## config.mk

```make
export PLATFORM = sky130hd
export DESIGN_NAME = timer_compare_waveform
export DESIGN_NICKNAME = d
export VERILOG_FILES = /design/src/rtl/timer_pkg.sv /design/src/rtl/timer_prescaler.sv /design/src/rtl/timer_compare_waveform.sv
export VERILOG_INCLUDE_DIRS = /design/src /design/src/rtl
export SDC_FILE = /design/constraint.sdc
export NUM_CORES = 1
export LEC_CHECK = 0
export ABC_AREA = 1
export BUFFER_PORTS_ARGS = -buffer_cell sky130_fd_sc_hd__buf_2
export CORE_MARGIN = 3
export CORE_UTILIZATION = 42
export DETAILED_ROUTE_END_ITERATION = 7
export HOLD_SLACK_MARGIN = 0.03
export MAX_ROUTING_LAYER = met4
export PLACE_DENSITY = 0.7
export SLEW_MARGIN = 20
export SYNTH_ARGS = -nofsm -noshare
export SYNTH_HDL_FRONTEND = slang
export SYNTH_SLANG_ARGS = --single-unit
```

## constraint.sdc

```tcl
create_clock -name clk_in -period 3.4 [get_ports clk_in]
set_clock_uncertainty 0.2 [all_clocks]
set_input_delay 0 -clock clk_in [delete_from_list [all_inputs] [get_ports clk_in]]
set_output_delay 0 -clock clk_in [all_outputs]
set_load 0.1 [all_outputs]
```

## src/rtl/timer_regs.svh

```systemverilog
`ifndef TIMER_REGS_SVH
`define TIMER_REGS_SVH

// ------------------------------------------------------------
// register offsets (4-bit word address)
// ------------------------------------------------------------
`define OFF_CONTROL_A      4'h0
`define OFF_CONTROL_B      4'h1
`define OFF_CONTROL_E      4'h2
`define OFF_CONTROL_F      4'h3
`define OFF_COUNT          4'h4
`define OFF_CYCLE_LENGTH   4'h5
`define OFF_CYCLE_BUFFER   4'h6
`define OFF_STATUS         4'h7
`define OFF_MATCH_BASE     4'h8
`define OFF_MATCH_BUF_BASE 4'hC

// ------------------------------------------------------------
// field positions
// ------------------------------------------------------------
`define BIT_ENABLE         0
`define BIT_PRESCALE_LO    1
`define BIT_PRESCALE_HI    3
`define BIT_WAVE_LO        0
`define BIT_WAVE_HI        1
`define BIT_CH_EN_LO       4
`define BIT_CH_EN_HI       6
`define BIT_COUNT_SENSE    0
`define BIT_LOCK_TRANSFER  1
`define BIT_CYCLE_VALID    0
`define BIT_MATCH_VALID_LO 1
`define BIT_MATCH_VALID_HI 3
`define BIT_WRAP_FLAG      3

// ------------------------------------------------------------
// reset values
// ------------------------------------------------------------
`define RST_COUNT          16'h0000
`define RST_CYCLE_LENGTH   16'hFFFF
`define RST_MATCH          16'h0000
`define ZERO_POINT         16'h0000

`endif

```

## src/rtl/timer_pkg.sv

```systemverilog
package timer_pkg;

   // ------------------------------------------------------------
   // register bus request
   // ------------------------------------------------------------
   typedef struct packed {
      logic [3:0]  addr;
      logic [15:0] wdata;
      logic        wr;
      logic        rd;
   } reg_req_s;

   // ------------------------------------------------------------
   // waveform modes
   // ------------------------------------------------------------
   typedef enum logic [1:0] {
      WAVE_NORMAL = 2'b00,
      WAVE_TONE   = 2'b01,
      WAVE_SINGLE = 2'b11
   } wave_mode_e;

   typedef logic [15:0] word_t;

endpackage

```

## src/rtl/timer_prescaler.sv

```systemverilog
`timescale 1ns/1ns
`default_nettype none
`include "timer_regs.svh"

module timer_prescaler (
   input  wire logic       clk_in,
   input  wire logic       arst_n_in,
   input  wire logic       run_in,
   input  wire logic [2:0] select_in,
   output logic            tick_out
);
   import timer_pkg::*;

   logic [9:0] div_cnt_reg;

   // ------------------------------------------------------------
   // divisor table: 1,2,4,8,16,64,256,1024
   // ------------------------------------------------------------
   function automatic logic [9:0] div_mask(input logic [2:0] sel);
      case (sel)
         3'd0:    div_mask = 10'h000;
         3'd1:    div_mask = 10'h001;
         3'd2:    div_mask = 10'h003;
         3'd3:    div_mask = 10'h007;
         3'd4:    div_mask = 10'h00F;
         3'd5:    div_mask = 10'h03F;
         3'd6:    div_mask = 10'h0FF;
         default: div_mask = 10'h3FF;
      endcase
   endfunction

   // free counter; wraps at 1024 so every mask divides evenly
   always_ff @(posedge clk_in or negedge arst_n_in) begin
      if (!arst_n_in) begin
         div_cnt_reg <= 10'h000;
      end else if (run_in) begin
         div_cnt_reg <= div_cnt_reg + 10'h001;
      end else begin
         div_cnt_reg <= 10'h000;
      end
   end

   always_ff @(posedge clk_in or negedge arst_n_in) begin
      if (!arst_n_in) begin
         tick_out <= 1'b0;
      end else begin
         tick_out <= run_in && ((div_cnt_reg & div_mask(select_in)) == div_mask(select_in));
      end
   end

endmodule // timer_prescaler

`default_nettype wire

```

## src/rtl/timer_compare_waveform.sv

```systemverilog
// Summary of operation
// counter steps once per prescaled tick, direction from count sense bit, changeable live
// counting up, count equal to upper limit returns to zero next tick
// counting down, at zero point the period value is loaded
// software count write is immediate and beats every count action
// period and three match values each own a pending buffer register
// buffer valid flag sets on buffer write, clears on transfer condition
// match value and its buffer both writable; direct write bypasses buffering
// direct period write applies immediately
// unbuffered up count compares continuously; lower period wraps through maximum first
// pending period buffer copied only at the transfer condition
// count equal match value sets channel flag on following clock
// pending match buffer copied at transfer, compared from next count
// pin driven only with wave mode, channel enable and pin direction output
// tone mode uses channel 0 match value as period
// tone mode toggles each channel output on its compare match
// tone frequency is clock over 2N(match0+1); max half clock
// channels 1 and 2 give same frequency, phase from match, count, direction
// single slope counts zero point to upper limit; set at zero, clear on match
// match at zero holds low; match above upper limit holds high
// software must not count down in single slope mode
// pwm resolution follows period, 2 to 16 bits
// single slope frequency is clock over N(period+1)
// transfer at zero point or upper limit; skipped while lock bit set
// zero point means count value 0x0000
// prescale select chooses the module clock divisor
// tone mode restarts count after reaching channel 0 match value
//
// Implementation choices: the address-and-strobe port and the register offsets.
`timescale 1ns/1ns
`default_nettype none
`include "timer_regs.svh"

module timer_compare_waveform (
   input  wire logic               clk_in,
   input  wire logic               arst_n_in,
   input  wire timer_pkg::reg_req_s bus_req_in,
   input  wire logic [2:0]         pin_dir_in,
   output logic [15:0]             rd_data_out,
   output logic [2:0]              wave_pin_out,
   output logic [2:0]              wave_pin_oe_out
);
   import timer_pkg::*;

   // ------------------------------------------------------------
   // state
   // ------------------------------------------------------------
   logic        enable_reg;
   logic [2:0]  prescale_select_reg;
   wave_mode_e  wave_shape_select_reg;
   logic [2:0]  channel_output_enable_reg;
   logic        count_sense_reg;
   logic        lock_transfer_reg;
   word_t       count_value_reg;
   word_t       cycle_length_reg;
   word_t       cycle_length_buffer_reg;
   logic        cycle_buffer_valid_reg;
   word_t       match_value_reg [3];
   word_t       match_value_buffer_reg [3];
   logic [2:0]  match_buffer_valid_reg;
   logic [2:0]  match_flag_reg;
   logic        wrap_flag_reg;
   logic [2:0]  wave_reg;

   logic        tick;
   word_t       upper_limit;
   logic        at_zero;
   logic        at_upper;
   logic        cycle_end;
   logic        transfer;
   logic [2:0]  match_hit;

   // ------------------------------------------------------------
   // address decode
   // ------------------------------------------------------------
   function automatic logic wr_hit(input reg_req_s req, input logic [3:0] off);
      wr_hit = req.wr && (req.addr == off);
   endfunction

   // ------------------------------------------------------------
   // prescaler
   // ------------------------------------------------------------
   timer_prescaler u_prescaler (
      .clk_in    (clk_in),
      .arst_n_in (arst_n_in),
      .run_in    (enable_reg),
      .select_in (prescale_select_reg),
      .tick_out  (tick)
   );

   // ------------------------------------------------------------
   // control registers
   // ------------------------------------------------------------
   always_ff @(posedge clk_in or negedge arst_n_in) begin
      if (!arst_n_in) begin
         enable_reg                <= 1'b0;
         prescale_select_reg       <= 3'h0;
         wave_shape_select_reg     <= WAVE_NORMAL;
         channel_output_enable_reg <= 3'h0;
         count_sense_reg           <= 1'b0;
         lock_transfer_reg         <= 1'b0;
      end else begin
         if (wr_hit(bus_req_in, `OFF_CONTROL_A)) begin
            enable_reg          <= bus_req_in.wdata[`BIT_ENABLE];
            prescale_select_reg <= bus_req_in.wdata[`BIT_PRESCALE_HI:`BIT_PRESCALE_LO];
         end
         if (wr_hit(bus_req_in, `OFF_CONTROL_B)) begin
            // unlisted codes fall back to normal so no pin is driven by accident
            case (bus_req_in.wdata[`BIT_WAVE_HI:`BIT_WAVE_LO])
               2'b01:   wave_shape_select_reg <= WAVE_TONE;
               2'b11:   wave_shape_select_reg <= WAVE_SINGLE;
               default: wave_shape_select_reg <= WAVE_NORMAL;
            endcase
            channel_output_enable_reg <= bus_req_in.wdata[`BIT_CH_EN_HI:`BIT_CH_EN_LO];
         end
         if (wr_hit(bus_req_in, `OFF_CONTROL_E)) begin
            count_sense_reg   <= bus_req_in.wdata[`BIT_COUNT_SENSE];
            lock_transfer_reg <= bus_req_in.wdata[`BIT_LOCK_TRANSFER];
         end
      end
   end

   // ------------------------------------------------------------
   // limits and transfer condition
   // ------------------------------------------------------------
   always_comb begin
      upper_limit = (wave_shape_select_reg == WAVE_TONE) ? match_value_reg[0] : cycle_length_reg;
      at_zero     = (count_value_reg == `ZERO_POINT);
      at_upper    = (count_value_reg == upper_limit);
      cycle_end   = tick && (count_sense_reg ? at_zero : at_upper);
      transfer    = cycle_end && !lock_transfer_reg;
   end

   // ------------------------------------------------------------
   // counter
   // ------------------------------------------------------------
   always_ff @(posedge clk_in or negedge arst_n_in) begin
      if (!arst_n_in) begin
         count_value_reg <= `RST_COUNT;
      end else if (wr_hit(bus_req_in, `OFF_COUNT)) begin
         count_value_reg <= bus_req_in.wdata;
      end else if (tick) begin
         if (count_sense_reg) begin
            if (at_zero) begin
               count_value_reg <= upper_limit;
            end else begin
               count_value_reg <= count_value_reg - 16'h0001;
            end
         end else begin
            // equality only: a period written below the count rolls through all ones first
            if (at_upper) begin
               count_value_reg <= `ZERO_POINT;
            end else begin
               count_value_reg <= count_value_reg + 16'h0001;
            end
         end
      end
   end

   // ------------------------------------------------------------
   // period and its buffer
   // ------------------------------------------------------------
   always_ff @(posedge clk_in or negedge arst_n_in) begin
      if (!arst_n_in) begin
         cycle_length_reg        <= `RST_CYCLE_LENGTH;
         cycle_length_buffer_reg <= `RST_CYCLE_LENGTH;
         cycle_buffer_valid_reg  <= 1'b0;
      end else begin
         if (wr_hit(bus_req_in, `OFF_CYCLE_LENGTH)) begin
            cycle_length_reg <= bus_req_in.wdata;
         end else if (transfer && cycle_buffer_valid_reg) begin
            cycle_length_reg <= cycle_length_buffer_reg;
         end
         if (wr_hit(bus_req_in, `OFF_CYCLE_BUFFER)) begin
            cycle_length_buffer_reg <= bus_req_in.wdata;
            cycle_buffer_valid_reg  <= 1'b1;
         end else if (transfer) begin
            cycle_buffer_valid_reg  <= 1'b0;
         end
      end
   end

   // ------------------------------------------------------------
   // compare channels
   // ------------------------------------------------------------
   for (genvar ch = 0; ch < 3; ch++) begin : g_channel
      localparam logic [3:0] MATCH_OFF = `OFF_MATCH_BASE + 4'(ch);
      localparam logic [3:0] BUF_OFF   = `OFF_MATCH_BUF_BASE + 4'(ch);

      assign match_hit[ch] = tick && (count_value_reg == match_value_reg[ch]);

      always_ff @(posedge clk_in or negedge arst_n_in) begin
         if (!arst_n_in) begin
            match_value_reg[ch]        <= `RST_MATCH;
            match_value_buffer_reg[ch] <= `RST_MATCH;
            match_buffer_valid_reg[ch] <= 1'b0;
         end else begin
            if (wr_hit(bus_req_in, MATCH_OFF)) begin
               match_value_reg[ch] <= bus_req_in.wdata;
            end else if (transfer && match_buffer_valid_reg[ch]) begin
               match_value_reg[ch] <= match_value_buffer_reg[ch];
            end
            if (wr_hit(bus_req_in, BUF_OFF)) begin
               match_value_buffer_reg[ch] <= bus_req_in.wdata;
               match_buffer_valid_reg[ch] <= 1'b1;
            end else if (transfer) begin
               match_buffer_valid_reg[ch] <= 1'b0;
            end
         end
      end

      // match flag: a new hit beats a clear in the same cycle
      always_ff @(posedge clk_in or negedge arst_n_in) begin
         if (!arst_n_in) begin
            match_flag_reg[ch] <= 1'b0;
         end else if (match_hit[ch]) begin
            match_flag_reg[ch] <= 1'b1;
         end else if (wr_hit(bus_req_in, `OFF_STATUS) && bus_req_in.wdata[ch]) begin
            match_flag_reg[ch] <= 1'b0;
         end
      end

      always_ff @(posedge clk_in or negedge arst_n_in) begin
         if (!arst_n_in) begin
            wave_reg[ch] <= 1'b0;
         end else begin
            case (wave_shape_select_reg)
               WAVE_TONE: begin
                  if (match_hit[ch]) begin
                     wave_reg[ch] <= !wave_reg[ch];
                  end
               end
               WAVE_SINGLE: begin
                  // clear checked first so a zero match holds low
                  if (match_hit[ch]) begin
                     wave_reg[ch] <= 1'b0;
                  end else if (tick && at_zero) begin
                     wave_reg[ch] <= 1'b1;
                  end
               end
               default: begin
                  wave_reg[ch] <= 1'b0;
               end
            endcase
         end
      end

      always_ff @(posedge clk_in or negedge arst_n_in) begin
         if (!arst_n_in) begin
            wave_pin_out[ch]    <= 1'b0;
            wave_pin_oe_out[ch] <= 1'b0;
         end else begin
            wave_pin_out[ch]    <= wave_reg[ch];
            wave_pin_oe_out[ch] <= (wave_shape_select_reg != WAVE_NORMAL) &&
                                   channel_output_enable_reg[ch] && pin_dir_in[ch];
         end
      end
   end

   // ------------------------------------------------------------
   // wrap flag
   // ------------------------------------------------------------
   always_ff @(posedge clk_in or negedge arst_n_in) begin
      if (!arst_n_in) begin
         wrap_flag_reg <= 1'b0;
      end else if (cycle_end) begin
         wrap_flag_reg <= 1'b1;
      end else if (wr_hit(bus_req_in, `OFF_STATUS) && bus_req_in.wdata[`BIT_WRAP_FLAG]) begin
         wrap_flag_reg <= 1'b0;
      end
   end

   // ------------------------------------------------------------
   // read port
   // ------------------------------------------------------------
   always_ff @(posedge clk_in or negedge arst_n_in) begin
      if (!arst_n_in) begin
         rd_data_out <= 16'h0000;
      end else if (bus_req_in.rd) begin
         case (bus_req_in.addr)
            `OFF_CONTROL_A:      rd_data_out <= {12'h000, prescale_select_reg, enable_reg};
            `OFF_CONTROL_B:      rd_data_out <= {9'h000, channel_output_enable_reg, 2'b00,
                                                 wave_shape_select_reg};
            `OFF_CONTROL_E:      rd_data_out <= {14'h0000, lock_transfer_reg, count_sense_reg};
            `OFF_CONTROL_F:      rd_data_out <= {12'h000, match_buffer_valid_reg, cycle_buffer_valid_reg};
            `OFF_COUNT:          rd_data_out <= count_value_reg;
            `OFF_CYCLE_LENGTH:   rd_data_out <= cycle_length_reg;
            `OFF_CYCLE_BUFFER:   rd_data_out <= cycle_length_buffer_reg;
            `OFF_STATUS:         rd_data_out <= {12'h000, wrap_flag_reg, match_flag_reg};
            4'h8:                rd_data_out <= match_value_reg[0];
            4'h9:                rd_data_out <= match_value_reg[1];
            4'hA:                rd_data_out <= match_value_reg[2];
            4'hC:                rd_data_out <= match_value_buffer_reg[0];
            4'hD:                rd_data_out <= match_value_buffer_reg[1];
            4'hE:                rd_data_out <= match_value_buffer_reg[2];
            default:             rd_data_out <= 16'h0000;
         endcase
      end
   end

endmodule // timer_compare_waveform

`default_nettype wire

```

==> flow_metrics.env <==
export IMPL_outcome="completed"
export IMPL_drive_gt1_share_pct=11.87
export IMPL_leakagePower_nw=6.477
export IMPL_htreeDepth=4
export IMPL_grt_pass1_wl_mm=65.45
export IMPL_firstDrtPassIters=6
export IMPL_crit_buf_inv=5
export IMPL_num_vias=11660
export IMPL_clk_pin_slew_worst_paths_ps=90
export IMPL_clock_path_buffers=2
export IMPL_synth_edf_count=0
export IMPL_cp_max_fo=5
export IMPL_endpoint="count_sense_reg"
export IMPL_endpoint_kind="flop"
export IMPL_regToRegStartpoint="wave_shape_select_reg[1]"
export IMPL_portBuffers=48
export IMPL_area_delta_synth_final_pct=14.13
export IMPL_finalCritPeriodShare_pct=89.62
export IMPL_grt_use_total_pct=28.58
export IMPL_drc=0
export IMPL_setup_tns_ps=0
export IMPL_final_cell_mix="nand2_1 (471), o21ai_0 (196), dfrtp_1 (167), nand3_1 (147), inv_1 (136)"
export IMPL_critPathLaunch="bus_req_in[21]"
export IMPL_io_pins=49
export IMPL_drt_iter0_drc=1429
export IMPL_dieHeight_um=173.6
export IMPL_reg2reg_depth=14
export IMPL_rsz0062_at_grt="false"
export IMPL_hold_class="in2reg"
export IMPL_drv_slew=0
export IMPL_timing_critical_path_max_delay_family="buffers and inverters"
export IMPL_slew_headroom_pct=30.72
export IMPL_final_common_cell="nand2_1"
export IMPL_synth_warnings=0
export IMPL_dpl_cell_area_um2=12490
export IMPL_hold_viol=0
export IMPL_syn_inst=1585
export IMPL_ys_seq_elements=199
export IMPL_numClockSinks=199
export IMPL_fin_area_um2=13460
export IMPL_routed_via_density=5.742
export IMPL_ant_nets=0
export IMPL_initial_utilization_pct=43.27
export IMPL_die_w_um=173.6
export IMPL_ir_drop_v=0.0004115
export IMPL_slowest_stage="dlygate4sd3_1"
export IMPL_slowest_delay_ps=610
export IMPL_cp_depth=10
export IMPL_yosysUniqueCellTypes=46
export IMPL_clk_latency_ps=460
export IMPL_n_antenna_cell=0
export IMPL_seqCellArea_um2=5020
export IMPL_hpwl_mm=30.81
export IMPL_antenna_found_initial=0
export IMPL_dp_slack_ps=586.7
export IMPL_cp_common_cell="dlygate4sd3_1"
export IMPL_cts_buffers=17
export IMPL_syn_avg_cell_area_um2=7.439
export IMPL_drt_wirelength_per_cell_um=20.57
export IMPL_total_power_w=0.01038
export IMPL_final_nets=1677
export IMPL_reg2reg_slack_ps=520
export IMPL_maxCapViolations=0
export IMPL_first_global_vias=11230
export IMPL_cp_required_ps=3590
export IMPL_cts_root_buf="clkbuf_16"
export IMPL_fin_crit_ps=3047
export IMPL_multi_input_area_um2=5816
export IMPL_fin_ws_ps=352.8
export IMPL_gp_congestion=1.004
export IMPL_timing_fmax_mhz=328.2
export IMPL_syn_area_um2=11790
export IMPL_dieArea_um2=30120
export IMPL_wirelength_mm=41.77
export IMPL_seq_area_frac_synth_pct=42.57
export IMPL_rows=60
export IMPL_tightest_slew_ps=1038
export IMPL_async_flop_share_pct=100.0
export IMPL_overflow=0
export IMPL_cts_tree="yes"
export IMPL_critical_path_class="in2reg"
export IMPL_powerDensity_nw_per_um2=771.5
export IMPL_cp_data_arrival_time_ps=3230
export IMPL_path_cells="dlygate4sd3_1 -> buf_2 -> nor2_1 -> dlygate4sd3_1 -> nand2_1 -> nor2_1 -> nand2_1 -> dlygate4sd3_1 -> o21ai_0 -> dlygate4sd3_1"
export IMPL_grt_max_degree=75
export IMPL_rr_endpoint="match_value_reg[27]"
export IMPL_worstHoldStart="pin_dir_in[2]"
export IMPL_core_um2=27250
export IMPL_start_kind="input pin"
export IMPL_n_fill_cell=2727
export IMPL_setup_viol=0
export IMPL_synthFlopType="dfrtp_1"
export IMPL_syn_nets=1616
==> worst min path at each step <==
stage | slack [ps] | depth (start not counted) | end
2_1_floorplan | -500 | 0 | channel_output_enable_reg[0]
3_3_place_gp | -170 | 1 | wave_pin_oe_out[0]
3_5_place_dp | -170 | 1 | wave_pin_oe_out[1]
4_1_cts | 120 | 4 | wave_pin_oe_out[2]
5_1_grt | 130 | 4 | wave_pin_oe_out[2]
6_report | 120 | 4 | wave_pin_oe_out[2]
==> cell families after synthesis <==
| group | count (synthesis) | synth area share (%) |
|---|---|---|
| adders and majority gates | 4 | 0.4245 |
| AOI/OAI and AO/OA | 336 | 17.25 |
| and+or+nand+nor | 772 | 28.22 |
| xor gates and xnor gates | 41 | 3.045 |
| buffers and inverters | 229 | 8.107 |
| DFF | 199 | 42.57 |
| muxes | 4 | 0.3820 |
==> power breakdown <==
group          switching [W]  leakage (nW)  internal, W  total (W)
clock                0.00112         0.302      0.00103    0.00215
sequential          0.000871          2.49      0.00317    0.00404
combinational        0.00278          3.68      0.00141    0.00419
==> worst register-to-register path, cell delays in order (launching register included) <==
cell and delay (ps):
dfrtp_1 470, inv_2 220, buf_4 210, nand3_1 130, nand3_1 110, nand2_1 60, nor2_1 110, nand2_1 110
nor2_2 130, nand2_2 140, nand2_4 140, nand4_4 180, o21bai_4 400, nand2_1 120, nand2_1 90
==> final cells by class <==
class                   count  area share (%)
clock inverters            14           1.395
flip-flops and latches    199           37.30
inverters                 144           4.016
multi-input cells        1157           43.21
clock buffers              18           3.263
well taps                 372           3.459
repair buffers            127           7.354
==> timing repair <==
action	4_1_cts	5_1_grt
setup buffers	0	0
resized for setup	0	0
endpoints found under the hold margin	341	0
hold buffers	32	0
==> through the flow <==
stage / hold WS, ps / utilization [%] / std cells
after floorplan: -495.6 / - / 1585
after global placement: -173.1 / 45.84 / 1967
after detailed placement: -173.8 / 45.84 / 1967
after CTS: 120.1 / 49.38 / 2031
after global routing: 131.3 / 49.38 / 2031
final: 121.2 / 49.38 / 2031
==> synthesized netlist by cell type (10+ instances only) <==
library cell	number	area, µm²
a21oi_1	28	140.1
a221oi_1	15	131.4
a32o_1	13	130.1
buf_6	10	112.6
clkbuf_1	56	210.2
dfrtp_1	167	4179
dfstp_2	32	840.8
inv_1	136	510.5
nand2_1	471	1768
nand3_1	147	735.7
nand3_2	10	100.1
nand4_1	13	81.33
nor2_1	91	341.6
nor3_1	17	85.08
o211ai_1	19	142.6
o21ai_0	196	980.9
o22ai_1	23	143.9
xor2_1	35	306.5
==> per-layer routing <==
layer  share of wire, %  routed length [µm]  GRT usage (%)
met5                  0                   0              -
met4                4.0                1657          10.64
met3                8.3                3469          4.249
met2                 44               18490          42.85
met1                 43               18150          39.33
Power figures use the tool's default switching activity.
